===== config.mk =====
export PLATFORM = sky130hd
export DESIGN_NAME = qrps_sequencer
export DESIGN_NICKNAME = d
export VERILOG_FILES = /design/src/hw/qrps_pkg.sv /design/src/hw/qrps_sequencer.sv /design/src/hw/qrps_sync.sv
export VERILOG_INCLUDE_DIRS = /design/src /design/src/hw
export SDC_FILE = /design/constraint.sdc
export NUM_CORES = 1
export LEC_CHECK = 0
export BUFFER_PORTS_ARGS = -buffer_cell sky130_fd_sc_hd__buf_2
export CORE_MARGIN = 2
export CORE_UTILIZATION = 55
export DETAILED_ROUTE_END_ITERATION = 10
export PLACE_DENSITY = 0.81
export SLEW_MARGIN = 20
export SYNTH_ARGS = -nofsm -noshare
export SYNTH_HDL_FRONTEND = slang
export SYNTH_HIERARCHICAL = 1
export SYNTH_SLANG_ARGS = --single-unit

===== constraint.sdc =====
create_clock -name core_clk -period 3.4 [get_ports core_clk]
set_clock_uncertainty 0.2 [all_clocks]
set_input_delay 0.34 -clock core_clk [delete_from_list [all_inputs] [get_ports core_clk]]
set_output_delay 0.34 -clock core_clk [all_outputs]
set_load 0.1 [all_outputs]

===== src/hw/qrps_map.svh =====
// timing and width constants for the quad rail power sequencer
`ifndef QRPS_MAP_SVH
`define QRPS_MAP_SVH
`define QRPS_CLK_MHZ 250
`define QRPS_LONG_MS 190
`define QRPS_SHORT_US 30
// long window in cycles: 190 ms at 250 MHz, exact
`define QRPS_LONG_CYC (`QRPS_LONG_MS * 1000 * `QRPS_CLK_MHZ)
// short window in cycles: 30 us at 250 MHz
`define QRPS_SHORT_CYC (`QRPS_SHORT_US * `QRPS_CLK_MHZ)
`define QRPS_CNT_W 26
`endif


===== src/hw/qrps_pkg.sv =====
// types for the quad rail power sequencer
package qrps_pkg;
  typedef enum logic [2:0] {
    QRPS_RESET,
    QRPS_ONE_ON,
    QRPS_TWO_ON,
    QRPS_THREE_ON,
    QRPS_GOOD
  } qrps_state_e;
endpackage : qrps_pkg


===== src/hw/qrps_sequencer.sv =====
// four-rail power-up sequencer and supply monitor core
// Operation
// - from reset, enable one asserts after the main rail is high for 190 ms.
// - with one on, enable two asserts after rails one and two are high 30 us.
// - with two on, enable three asserts after rails one and three high 30 us.
// - with three on, supplies good asserts after all four high for 190 ms.
// - once good, enables stop following their individual sequencing inputs.
// - when good, rail two, three or four low for 30 us drops good only.
// - a fault on rails two to four keeps all three enables asserted.
// - when good, main rail low for 30 us drops good and all enables to reset.
// - in reset, a low main rail keeps enable one inactive.
`timescale 1ns/1ps
`include "qrps_map.svh"
module qrps_sequencer
  import qrps_pkg::*;
#(
  parameter int LONG_CYC = `QRPS_LONG_CYC,
  parameter int SHORT_CYC = `QRPS_SHORT_CYC
)
(
  input wire logic core_clk, // 250 MHz clock
  input wire logic sys_rst, // synchronous reset, active high
  input wire logic mainRailSense, // rail one above trip point
  input wire logic railTwoSense, // rail two above trip point
  input wire logic railThreeSense, // rail three above trip point
  input wire logic railFourSense, // rail four above trip point
  output logic regulatorOneEnable, // enable for regulator one
  output logic regulatorTwoEnable, // enable for regulator two
  output logic regulatorThreeEnable, // enable for regulator three
  output logic suppliesGood // all supplies good
);
  localparam int CW = `QRPS_CNT_W;

  typedef struct packed {
    qrps_state_e state;
    logic [CW-1:0] count;
    logic en1;
    logic en2;
    logic en3;
    logic good;
  } qrps_regs_s;

  qrps_regs_s cur;
  qrps_regs_s next_cur;
  logic [3:0] sense;
  logic cond;
  logic [CW-1:0] target;
  logic reached;

  // ---------------------------------------------------------------
  // input synchronisation
  // ---------------------------------------------------------------
  qrps_sync #(.WIDTH(4)) u_sync (
    .core_clk(core_clk),
    .sys_rst(sys_rst),
    .rawIn({railFourSense, railThreeSense, railTwoSense, mainRailSense}),
    .syncOut(sense)
  );

  // count reaches the window length minus one: condition held long enough
  function automatic logic windowDone(input logic [CW-1:0] cnt,
                                      input logic [CW-1:0] len);
    windowDone = (cnt >= len - 1'b1);
  endfunction : windowDone

  // ---------------------------------------------------------------
  // sequencing state machine
  // ---------------------------------------------------------------
  // condition and window for the current state; a main-rail fault in
  // good beats a rail two to four fault, so it is checked first
  always_comb
  begin
    cond = 1'b0;
    target = CW'(SHORT_CYC);
    case (cur.state)
      QRPS_RESET:
      begin
        cond = sense[0];
        target = CW'(LONG_CYC);
      end
      QRPS_ONE_ON:
        cond = sense[0] & sense[1];
      QRPS_TWO_ON:
        cond = sense[0] & sense[2];
      QRPS_THREE_ON:
      begin
        cond = &sense;
        target = CW'(LONG_CYC);
      end
      QRPS_GOOD:
        cond = ~(&sense);
      default:
        cond = 1'b0;
    endcase
  end

  assign reached = cond && windowDone(cur.count, target);

  // next-state logic; counter restarts whenever cond drops
  always_comb
  begin
    next_cur = cur;
    next_cur.count = cond ? cur.count + 1'b1 : '0;
    case (cur.state)
      QRPS_RESET:
        if (reached)
        begin
          next_cur.state = QRPS_ONE_ON;
          next_cur.en1 = 1'b1;
          next_cur.count = '0;
        end
      QRPS_ONE_ON:
        if (reached)
        begin
          next_cur.state = QRPS_TWO_ON;
          next_cur.en2 = 1'b1;
          next_cur.count = '0;
        end
      QRPS_TWO_ON:
        if (reached)
        begin
          next_cur.state = QRPS_THREE_ON;
          next_cur.en3 = 1'b1;
          next_cur.count = '0;
        end
      QRPS_THREE_ON:
        // good needs all three enables as well
        if (reached && cur.en1 && cur.en2 && cur.en3)
        begin
          next_cur.state = QRPS_GOOD;
          next_cur.good = 1'b1;
          next_cur.count = '0;
        end
      QRPS_GOOD:
        // enables ignore sequencing inputs here
        if (reached)
        begin
          next_cur.good = 1'b0;
          next_cur.count = '0;
          if (!sense[0])
          begin
            next_cur.state = QRPS_RESET;
            next_cur.en1 = 1'b0;
            next_cur.en2 = 1'b0;
            next_cur.en3 = 1'b0;
          end
          else
            next_cur.state = QRPS_THREE_ON;
        end
      default:
        next_cur = '0;
    endcase
  end

  // state register; reset clears everything
  always_ff @(posedge core_clk)
  begin
    if (sys_rst)
      cur <= '0;
    else
      cur <= next_cur;
  end

  assign regulatorOneEnable = cur.en1;
  assign regulatorTwoEnable = cur.en2;
  assign regulatorThreeEnable = cur.en3;
  assign suppliesGood = cur.good;

  // ---------------------------------------------------------------
  // checks
  // ---------------------------------------------------------------
  reset_clear_a: assert property (@(posedge core_clk)
    sys_rst |=> (cur == '0))
    else $error("reset did not clear state");

  first_enable_a: assert property (@(posedge core_clk)
    disable iff (sys_rst)
    $rose(cur.en1) |-> $past(cur.state) == QRPS_RESET
      && $past(cur.count) == CW'(LONG_CYC - 1))
    else $error("enable one rose without full long window");

  main_low_hold_a: assert property (@(posedge core_clk)
    disable iff (sys_rst)
    (cur.state == QRPS_RESET && !sense[0]) |=> !cur.en1)
    else $error("enable one asserted with main rail low");

  second_enable_a: assert property (@(posedge core_clk)
    disable iff (sys_rst)
    $rose(cur.en2) |-> $past(cur.en1) && $past(sense[1])
      && $past(cur.count) == CW'(SHORT_CYC - 1))
    else $error("enable two rose early");

  third_enable_a: assert property (@(posedge core_clk)
    disable iff (sys_rst)
    $rose(cur.en3) |-> $past(cur.en2) && $past(sense[2]) && $past(sense[0])
      && $past(cur.count) == CW'(SHORT_CYC - 1))
    else $error("enable three rose without rails");

  good_needs_en_a: assert property (@(posedge core_clk)
    disable iff (sys_rst)
    cur.good |-> cur.en1 && cur.en2 && cur.en3)
    else $error("good without all enables");

  good_mode_hold_a: assert property (@(posedge core_clk)
    disable iff (sys_rst)
    (cur.state == QRPS_GOOD && sense[0]) |=> cur.en2 && cur.en3)
    else $error("enables followed inputs in good mode");

  rail_fault_a: assert property (@(posedge core_clk)
    disable iff (sys_rst)
    (cur.state == QRPS_GOOD && sense[0] && reached)
      |=> !cur.good && cur.state == QRPS_THREE_ON)
    else $error("rail fault did not drop good");

  rail_fault_keep_a: assert property (@(posedge core_clk)
    disable iff (sys_rst)
    $fell(cur.good) && !$past(sys_rst) && $past(sense[0])
      |-> cur.en1 && cur.en2 && cur.en3)
    else $error("rail fault dropped enables");

  main_fault_a: assert property (@(posedge core_clk)
    disable iff (sys_rst)
    (cur.state == QRPS_GOOD && !sense[0] && reached)
      |=> cur.state == QRPS_RESET && !cur.en1 && !cur.en2 && !cur.en3
        && !cur.good)
    else $error("main fault did not reset");

  window_restart_a: assert property (@(posedge core_clk)
    disable iff (sys_rst)
    !cond |=> cur.count == '0)
    else $error("window counter did not restart");
endmodule : qrps_sequencer


===== src/hw/qrps_sync.sv =====
// three-stage input synchroniser with agreement filter
`timescale 1ns/1ps
module qrps_sync
#(
  parameter int WIDTH = 4
)
(
  input wire logic core_clk, // system clock
  input wire logic sys_rst, // synchronous reset, active high
  input wire logic [WIDTH-1:0] rawIn, // asynchronous pins
  output logic [WIDTH-1:0] syncOut // filtered level
);
  typedef struct packed {
    logic [WIDTH-1:0] stage1;
    logic [WIDTH-1:0] stage2;
    logic [WIDTH-1:0] stage3;
    logic [WIDTH-1:0] level;
  } qrps_sync_s;

  qrps_sync_s cur;
  qrps_sync_s next_cur;

  // stage1 only feeds stage2; level changes once stages 2 and 3 agree,
  // so a metastable first sample never reaches the sequencer
  always_comb
  begin
    next_cur = cur;
    next_cur.stage1 = rawIn;
    next_cur.stage2 = cur.stage1;
    next_cur.stage3 = cur.stage2;
    for (int i = 0; i < WIDTH; i++)
    begin
      if (cur.stage2[i] == cur.stage3[i])
        next_cur.level[i] = cur.stage3[i];
    end
  end

  // register bank; reset empties the pipe so no stale level survives
  always_ff @(posedge core_clk)
  begin
    if (sys_rst)
      cur <= '0;
    else
      cur <= next_cur;
  end

  assign syncOut = cur.level;
endmodule : qrps_sync


== After elaboration in Yosys (flattened, before gate mapping) ==
Cells that the tools add are included.
Word-level totals
  flip-flop bits (word level): 49
  word-level logic and storage cells: 70
Operators by class
  $add $sub $neg: 2
  order comparisons: 1
  eq/ne operators: 14
  mux-type cells: 17
  bitwise logic cells: 7
  reduce and logical (&&, ||, !) cells: 16
Operators with widths (count)
  $pmux W29 S5: 1
  $mux W29: 3
  $mux W26: 2
  $mux W33: 1
  $mux W30: 1
  $add A26 B1 Y26 const B: 1
  $ge A26 B26 Y1: 1
  $sub A26 B1 Y26 const B: 1
  $reduce_and A4 Y1: 4
  $ne A2 B2 Y1 const B: 6
  $pmux W1 S3: 4
  $reduce_or A3 Y1: 4
  $eq A3 B2 Y1 const B: 2
  $not A1 Y1: 5
  $pmux W1 S5: 1
  $reduce_and A5 Y1: 1
  $eq A1 B1 Y1: 4
  $logic_and A1 B1 Y1: 4
  $eq A3 B1 Y1 const B: 1
  $eq A3 B3 Y1 const B: 1
  $logic_not A3 Y1: 1
  $mux W3: 1
  $reduce_and A3 Y1: 1
  $and A1 B1 Y1: 2
  3 further kinds: 4

== Depth between registers and ports, before layout ==
Gate-level depths: netlist (run 1).
  depth after elaboration: 11
  mapped depth: 14
  gate-level depth less buffers: 11

== Hierarchy ==
Netlist (run 1), hierarchy kept.
By module, submodules not included
  qrps_sequencer: instances 1, cells each 234, area each 2047.0 um^2
  qrps_sync: instances 1, cells each 45, area each 516.7 um^2

== Worst setup path after synthesis (run 1) ==
No wires, ideal clock.
  path type: flip-flop to flip-flop
  start: reg cur[31] (netlist name)
  end: reg cur[10] (netlist name)
  library setup time: 143 ps
  data arrival time: 2750 ps
  required time: 3057 ps
  path slack: 307 ps
  stages on the path, launching flop included: 15
  path buffers: 3
  path through: dfxtp_1 -> buf_6 -> xor2_2 -> or2_0 -> clkbuf_1 -> inv_1 -> ha_1 -> a21oi_1 -> o21ba_2 -> o22ai_1 -> a2111oi_4 -> o21ai_1 -> a22oi_4 -> buf_8 -> nor4_2

==> run summary, run 1 <==
The average cell area after synthesis works out to 9.19 um2. The logs give 4 for the total iterations of the first detailed-routing run and 0.000818 W for the cell-internal power. In this run, distinct cell masters in the synthesized netlist total 50. For the total of hold buffers inserted after clock tree synthesis, the log shows 0.

The clock passes through at most 2 buffers. Leaving out fill and tap cells, the most frequent cell in the layout is dfxtp_1. Global routing finished with a remaining overflow of 0. The worst min-delay path category was in2reg. The run gives 4.3% as the combinational group share of total power.

Measured along the x axis, the die boundary spans 72.3 um. After routing the design area is 2730 um2. Pin placement for this block handled 10 I/O pins.

The setup-violating endpoint count in the final report is 0, and the number of cells produced by synthesis is 279. Cells with a size suffix above 1 make up 22.1% of the layout. Max-cap violations in this run came to 0. The slew at the pin closest to its max-slew limit works out to 0.603 ns. Sequential cells burn 55.2% of the power. The tools report the final number of max-transition violations as 0.

Dividing the detail-routed wire length by the instance count gives 14.1 um. The non-filler instance count after layout came out at 337. After layout, the design draws a total of 0.00106 W. The H-tree was split into 2 levels. The synthesis-stage register bit count is 49, and the proportion of total power due to net switching is 23.0%.

The top cell types in the final layout, fill and taps aside, are 49 x dfxtp_1, 23 x nand2_1, 17 x nor2_1, 17 x nor4_2, 16 x nand3_1. The worst-case headroom to the max-slew limit was 59.8%. In this run the cell area of the synthesized design comes to 2560 um2.

Data on the critical path arrives at its endpoint at 3.07 ns. The minimum period implied by the final worst setup slack works out to 3.08 ns. Once placement finished, the instance area stood at 2620 um2.

Detailed placement ended at an HPWL of 3300 um. The via density per instance was 5.94; the sequential element share of the synthesized area was 38.3%. The area growth from synthesis to layout is 6.64%. The final critical path takes up 90.6% of the cycle. The area of the core was 4410 um2. The count of instances resized after the clock tree is built was 0; the share of synthesized flip-flops with an asynchronous set or reset was 0%.

The run gives 1894 as the via count of the first global-routing pass. After detailed routing, the total wire length is 4760 um. The run gives 0.870 as the routability-driven placement congestion ratio. Utilization after layout: 61.9%.

In this run the power density over the cells is 389 nW/um2. The most used flip-flop cell after synthesis is dfxtp_1. The first-pass GRT wire length is 8470 um.

Clock tree synthesis selected as its root buffer the cell clkbuf_8. Setup repair after global routing left no endpoint under its margin. The later pin in the worst-skew pair is clocked with a latency of 0.31 ns. The repair_antennas step left the layout with diodes totalling 0. The maximum number of pins on one net before global-route repair was 33; the clock network power share was 40.5%. Counting every net in the synthesized netlist gives 289. Along the worst path, the maximum fanout reaches 15.

The number of vias after detailed routing was 2003. The critical path is of the reg2reg type. Fmax: 325 MHz. In this run, placement finished with an instance count of 329.

TritonCTS built the clock tree. The number of DRC violations after detailed routing was 0. The sum of negative setup slack is 0 ns. The category of the worst setup path launch point is a flop.

The number of clock buffers added by TritonCTS is 5. For the worst setup path, the data required time is 3.39 ns. The clock drives 49 sinks. Height of the die: 72.3 um. The worst setup path is captured at a flop. IR analysis of the VDD net gives a maximum drop of 0.000287 V. In this run, synthesis inferred 0 flip-flops with an integrated enable. The count of endpoints failing hold in the final timing report was 0.

In this design, the stage delay of the slowest critical-path cell is 0.51 ns. The number of nets in the finished design is 294. The first routing iteration left 89 violations. For the count of warnings emitted by yosys, the log shows 6.

Row generation in the floorplan step produced 24 rows. The die covers 5220 um2. Summed over all nets, the switching power comes to 0.000244 W. Number of antenna violations at the first check in global routing: 0. The critical path goes through xor2_2, or2_0, inv_1, ha_1, a21oi_1, o21ba_2, o22ai_1, a2111oi_4, o21ai_1, a22oi_4, buf_4, nor4_2. The clock transition at the register clock pins on the worst setup and hold paths after CTS works out to 0.10 ns. In this run the tool buffered the top-level ports with 9 buffer cells. Once the floorplan was initialized, standard cells occupied 58.1% of the core.

The number of buffers inserted to repair setup after CTS is 0, and the remaining antenna violation count after routing is 0. The run gives 20.7% as the total routing usage reported by global routing. The run finished with clean final reports.

For this design the static power due to leakage is 0.857 nW. Among all stages on the critical path, the largest delay is contributed by dfxtp_1.
## power by group through the flow
stage               clock network [W]  registers (W)  logic [W]
global route                 0.000460       0.000588  0.0000486
floorplan                           0       0.000617  0.0000198
CTS                          0.000440       0.000587  0.0000459
global placement                    0       0.000600  0.0000451
detailed placement                  0       0.000600  0.0000457
finish                       0.000430       0.000587  0.0000456
## path summary, 6_finish.rpt
check                       from        endpoint  slack, ns  cells after the start
setup / recovery         cur[31]         cur[10]       0.32                     12
hold / removal    railThreeSense  u_sync/cur[14]       0.03                      2
setup reg to reg         cur[31]         cur[10]       0.32                     12
hold reg to reg   u_sync/cur[13]   u_sync/cur[9]       0.24                      1
## Yosys cell counts (all sizes together) (2+ instances only)
library cell / n / area share, %
dfxtp: 49 / 38
nor4: 26 / 10
nand2: 23 / 3.4
nor2: 21 / 3.5
nand3: 16 / 3.1
xnor2: 15 / 5.1
o21ai: 14 / 2.7
clkbuf: 12 / 1.8
a21oi: 11 / 2.1
xor2: 10 / 3.7
inv: 9 / 1.3
buf: 8 / 3.2
nand4: 8 / 2.0
and2b: 6 / 2.0
nor2b: 6 / 1.9
nor3: 6 / 1.2
ha: 4 / 2.0
and3: 3 / 0.73
mux2i: 3 / 1.2
a211oi: 2 / 0.59
and2: 2 / 0.49
o211ai: 2 / 0.59
o21a: 2 / 0.59
o22ai: 2 / 0.49
## per-layer routing
metal / vias to the layer above / wire length (um) / global-route usage [%]
li1: 1007 / - / -
met1: 945 / 2240 / 26.8
met2: 43 / 2230 / 33.1
met3: 8 / 194 / 4.17
met4: 0 / 96 / 10.1
met5: - / 0 / 0
## final cells by class
class	count	area, um2
Multi-Input combinational cell	201	1430
Timing Repair Buffer	18	113
Clock inverter	3	47.5
Sequential cell	49	981
Fill cell	373	1680
Tap cell	52	65.1
Inverter	9	33.8
Clock buffer	5	68.8
## worst max-delay path: cells and delay by family, from the launching register on
kind            cells  cell delay [ns]
xor+xnor            1             0.17
fa+ha+maj           1             0.29
buf+inv             2             0.37
simple gates        2             0.24
flops               1             0.51
compound gates      6             1.15
## sequential cells by signal (all words and copies together), names as in the netlist
register and flops:
cur 29, suppliesGood 1, regulatorThreeEnable 1, regulatorTwoEnable 1
u_sync/cur 12, u_sync/syncOut 4, regulatorOneEnable 1
## cell families (layout without fill, tap and decap cells)
logic type      after synthesis  after routing  synth area share (%)
simple gates                124            124                  30.8
flops                        49             49                  38.3
compound gates               45             45                  12.7
buf+inv                      29             35                  6.30
xor+xnor                     25             25                  8.83
fa+ha+maj                     4              4                  1.95
mux                           3              3                  1.17
## stage by stage
step / worst slack (ns) / hold slack (ns)
CTS: 0.312 / 0.0255
global route: 0.0961 / 0.0236
finish: 0.320 / 0.0316
detailed placement: 0.343 / 0.228
floorplan: 0.307 / 0.214
global placement: 0.442 / 0.222
Power figures use the tool's default switching activity.
==> inputs of run 2 (changes only) <==
CORE_MARGIN = 5   (was 2)
SYNTH_HIERARCHICAL = not set   (was 1)
==> run summary, run 2 <==
Yosys attributes the largest share of cell area to dfxtp_1 35%, xor2_1 4.4%, o32ai_2 4.1%. At the end of the flow, the number of nets in the layout was 321. TritonCTS built the clock tree. The category of the most critical setup path is reg2reg. Synthesis inferred 49 register bits.

The total CTS buffers is 5, and the final number of max-transition violations is 0. The critical path ends at cur[14]. The critical path starts at cur[31]. Relative to the synthesized area, the layout overhead comes to 5.09%. The most used flip-flop cell after synthesis is dfxtp_1.

The tools report the insertion delay to the later sink of the worst-skew pair as 0.31 ns. dfxtp_1 is the most common cell in the netlist. Minimum period implied by the final worst setup slack: 3.13 ns. The top cell type's share of synthesized area was 35.0%. The terminus of the critical flop-to-flop path was cur[14].

The tools report the count of endpoints failing hold in the final timing report as 0. Summing the sequential cell areas from Yosys gives 35.0% of the chip area. The post-route netlist has 14.4% of its cells at a drive strength greater than 1. Data on the critical path arrives at its endpoint at 3.12 ns.

Summed over all cells, the static leakage comes to 0.957 nW. At the pin with the least slew margin, the transition time is 0.573 ns. The detailed router placed 2280 vias in this run. The reg-to-reg startpoint is cur[31].

Buffers inserted to repair hold after CTS numbered 0. The die covers 6630 um2. The worst setup path is captured at a flop.

The logs give 0 for the number of antenna diodes and 0.27 ns for the register-to-register setup slack. The layout filler cell count is 455, and the placed wire-length estimate after detailed placement is 3860 um. Measured in cells, the most critical reg-to-reg path has a length of 10. For the required arrival time at the worst endpoint, the log shows 3.39 ns. Dividing the final minimum period by the clock period gives 92.1%. The flow ran to the end, and the final reports show no timing, DRC or antenna violations. Summing all multi-input logic gate instances after layout gives 1670 um2. The number of enable flip-flop cells after synthesis works out to 0. During synthesis, Yosys emitted a total of 0 warnings. The routability-driven placement congestion ratio was 0.839. The number of DRC violations after detailed routing is 0, and the worst-case headroom to the max-slew limit is 61.7%. The run gives 171 as the count of routing violations after the opening detailed-route iteration. The via count of the first global-routing pass is 2037. The tools report the first-pass GRT wire length as 9580 um. Most common library cell in the layout ignoring fill and taps: dfxtp_1. The register with the most flip-flops in the layout has 29 of them. Setup repair after global routing left no endpoint under its margin. In this run the standard cell core region covers 5040 um2. Number of antenna violations at the first check in global routing: 0.

Maximum net fanout on the critical path: 16. Once the floorplan was initialized, standard cells occupied 55.6% of the core. The category of the worst setup path launch point is a flop. Setup violations remaining at the end of the flow were counted as 0. The longest clock path from root to sink contains 2 buffers. Summed over all instances, the cell type with the most area after synthesis is dfxtp_1.

Across the whole layout, storage elements account for 981 um2. The number of maximum-capacitance violations was 0. After clock tree synthesis, the clock-pin slew on the worst setup and hold paths is 0.09 ns. Power density over the cells: 323 nW/um2. Before antenna repair, the detailed router went through 5 iterations. The share of synthesized flip-flops with an asynchronous set or reset was 0%. The worst supply voltage drop on vdd was 0.000227 V.

In this run the vertical extent of the chip is 81.4 um. The tightest min-delay check is of the in2reg type. For the I/O pin count, the log shows 10. The utilization after layout was 58.4%; the number of sinks driven by the clock tree was 49.

The total standard cell area after synthesis was 2800 um2. Ranked by instance count, the synthesized netlist is headed by 49 x dfxtp_1, 29 x nand2_1, 20 x nand3_1, 17 x nor2b_1. After detailed routing, the average wire length per cell comes to 14.8 um. The post-synth net total is 320. Maximum number of pins on one net before global-route repair: 22. In the routed layout, each cell is associated on average with a via count of 5.97.

The global route total overflow is 0. The average cell area after synthesis is 9.04 um2. For this block, the routed nets add up to 5660 um of wire. The die extent in x is 81.4 um.

The total routing usage reported by global routing was 18.5%; the count of unique library cells instantiated by Yosys was 58. The design draws 0.000952 W. In this run the number of H-tree levels came out at 2. Leaving out fill and tap cells, the most frequent cells in the layout are 49 x dfxtp_1, 29 x nand2_1, 20 x nand3_1. In this run the remaining antenna-violating nets after routing total 0. The cell count after synthesis came out at 310. The number of port buffers came out at 9. The logs give 319 MHz for the fmax and 0 ns for the sum of negative setup slack. Root buffer selected by CTS: clkbuf_8.

Counting flops per register, the top entry is cur. The tools report the total number of placement rows as 26.
[run 2: changes by cell type in the layout (fill, tap and decap cells not counted), moves of 5 or more]
cell / before / now
nor4_1: 9 / 3
and4_1: 1 / 8
o32ai_2: 0 / 7
nand2_1: 23 / 29
nor4_2: 17 / 0
and2b_2: 6 / 0
xor2_1: 9 / 14
nor3_1: 6 / 15
o22ai_2: 0 / 5
or3_1: 1 / 9
nor2b_1: 2 / 17
[run 2: what timing repair did]
| action | 4_1_cts | 5_1_grt |
|---|---|---|
| setup endpoints to repair | 0 | 4 |
| setup buffers | 0 | 0 |
| resized for setup | 0 | 1 |
[run 2: metrics by stage]
| step | worst slack, ns | cell area (um2) | std cells | hold slack (ns) |
|---|---|---|---|---|
| after detailed placement | 0.220 | 2860 | 374 | 0.222 |
| after global placement | 0.334 | 2860 | 374 | 0.216 |
| after CTS | 0.193 | 2950 | 382 | 0.0381 |
| final | 0.269 | 2950 | 382 | 0.0416 |
| after global routing | 0.0102 | 2950 | 382 | 0.0348 |
| after floorplan | 0.463 | 2800 | 310 | 0.214 |
[run 2: how the worst min path moves through the flow]
stage | slack [ns] | to | depth (start not counted) | from
2_1_floorplan | 0.21 | u_sync.cur[10] | 1 | u_sync.cur[14]
3_3_place_gp | 0.22 | u_sync.cur[10] | 1 | u_sync.cur[14]
3_5_place_dp | 0.22 | u_sync.cur[9] | 1 | u_sync.cur[13]
4_1_cts | 0.04 | u_sync.cur[12] | 2 | mainRailSense
5_1_grt | 0.03 | u_sync.cur[12] | 2 | mainRailSense
6_report | 0.04 | u_sync.cur[12] | 2 | mainRailSense
[run 2: cell families (layout without fill, tap and decap cells)]
logic type / Yosys count / in the layout / synth area share, %
DFF: 49 / 49 / 35.0
and+or+nand+nor: 141 / 141 / 27.6
AOI/OAI and AO/OA: 62 / 62 / 21.2
xor gates and xnor gates: 26 / 26 / 8.39
adders and majority gates: 4 / 4 / 1.78
buffers and inverters: 27 / 29 / 5.67
muxes: 1 / 1 / 0.357
[run 2: power by group]
group	internal, W	leakage, nW	switching, W
clock	0.000145	0.0374	0.000197
combinational	0.00000774	0.523	0.0000182
sequential	0.000580	0.397	0.00000359
total	0.000733	0.957	0.000219
[run 2: per-layer routing]
layer	share of wire [%]	GRT usage, %
met2	46	28.5
met1	48	25.0
met4	1.5	7.43
met5	0	0
met3	3.8	3.88
[run 2: critical path, stage by stage (launching register included)]
cell	delay [ns]
dfxtp_1	0.34
xor2_2	0.18
nor2_1	0.34
ha_1	0.23
a41o_1	0.17
nand2_1	0.05
a211oi_1	0.46
o2111ai_4	0.26
a32oi_4	0.45
buf_12	0.22
o32ai_1	0.08
[run 2: area by class of cell]
cell class | instances | area share [%]
flip-flops and latches | 49 | 33.3
multi-input cells | 234 | 56.5
clock inverters | 2 | 0.510
repair buffers | 15 | 3.48
clock buffers | 6 | 2.46
well taps | 70 | 2.97
inverters | 6 | 0.764
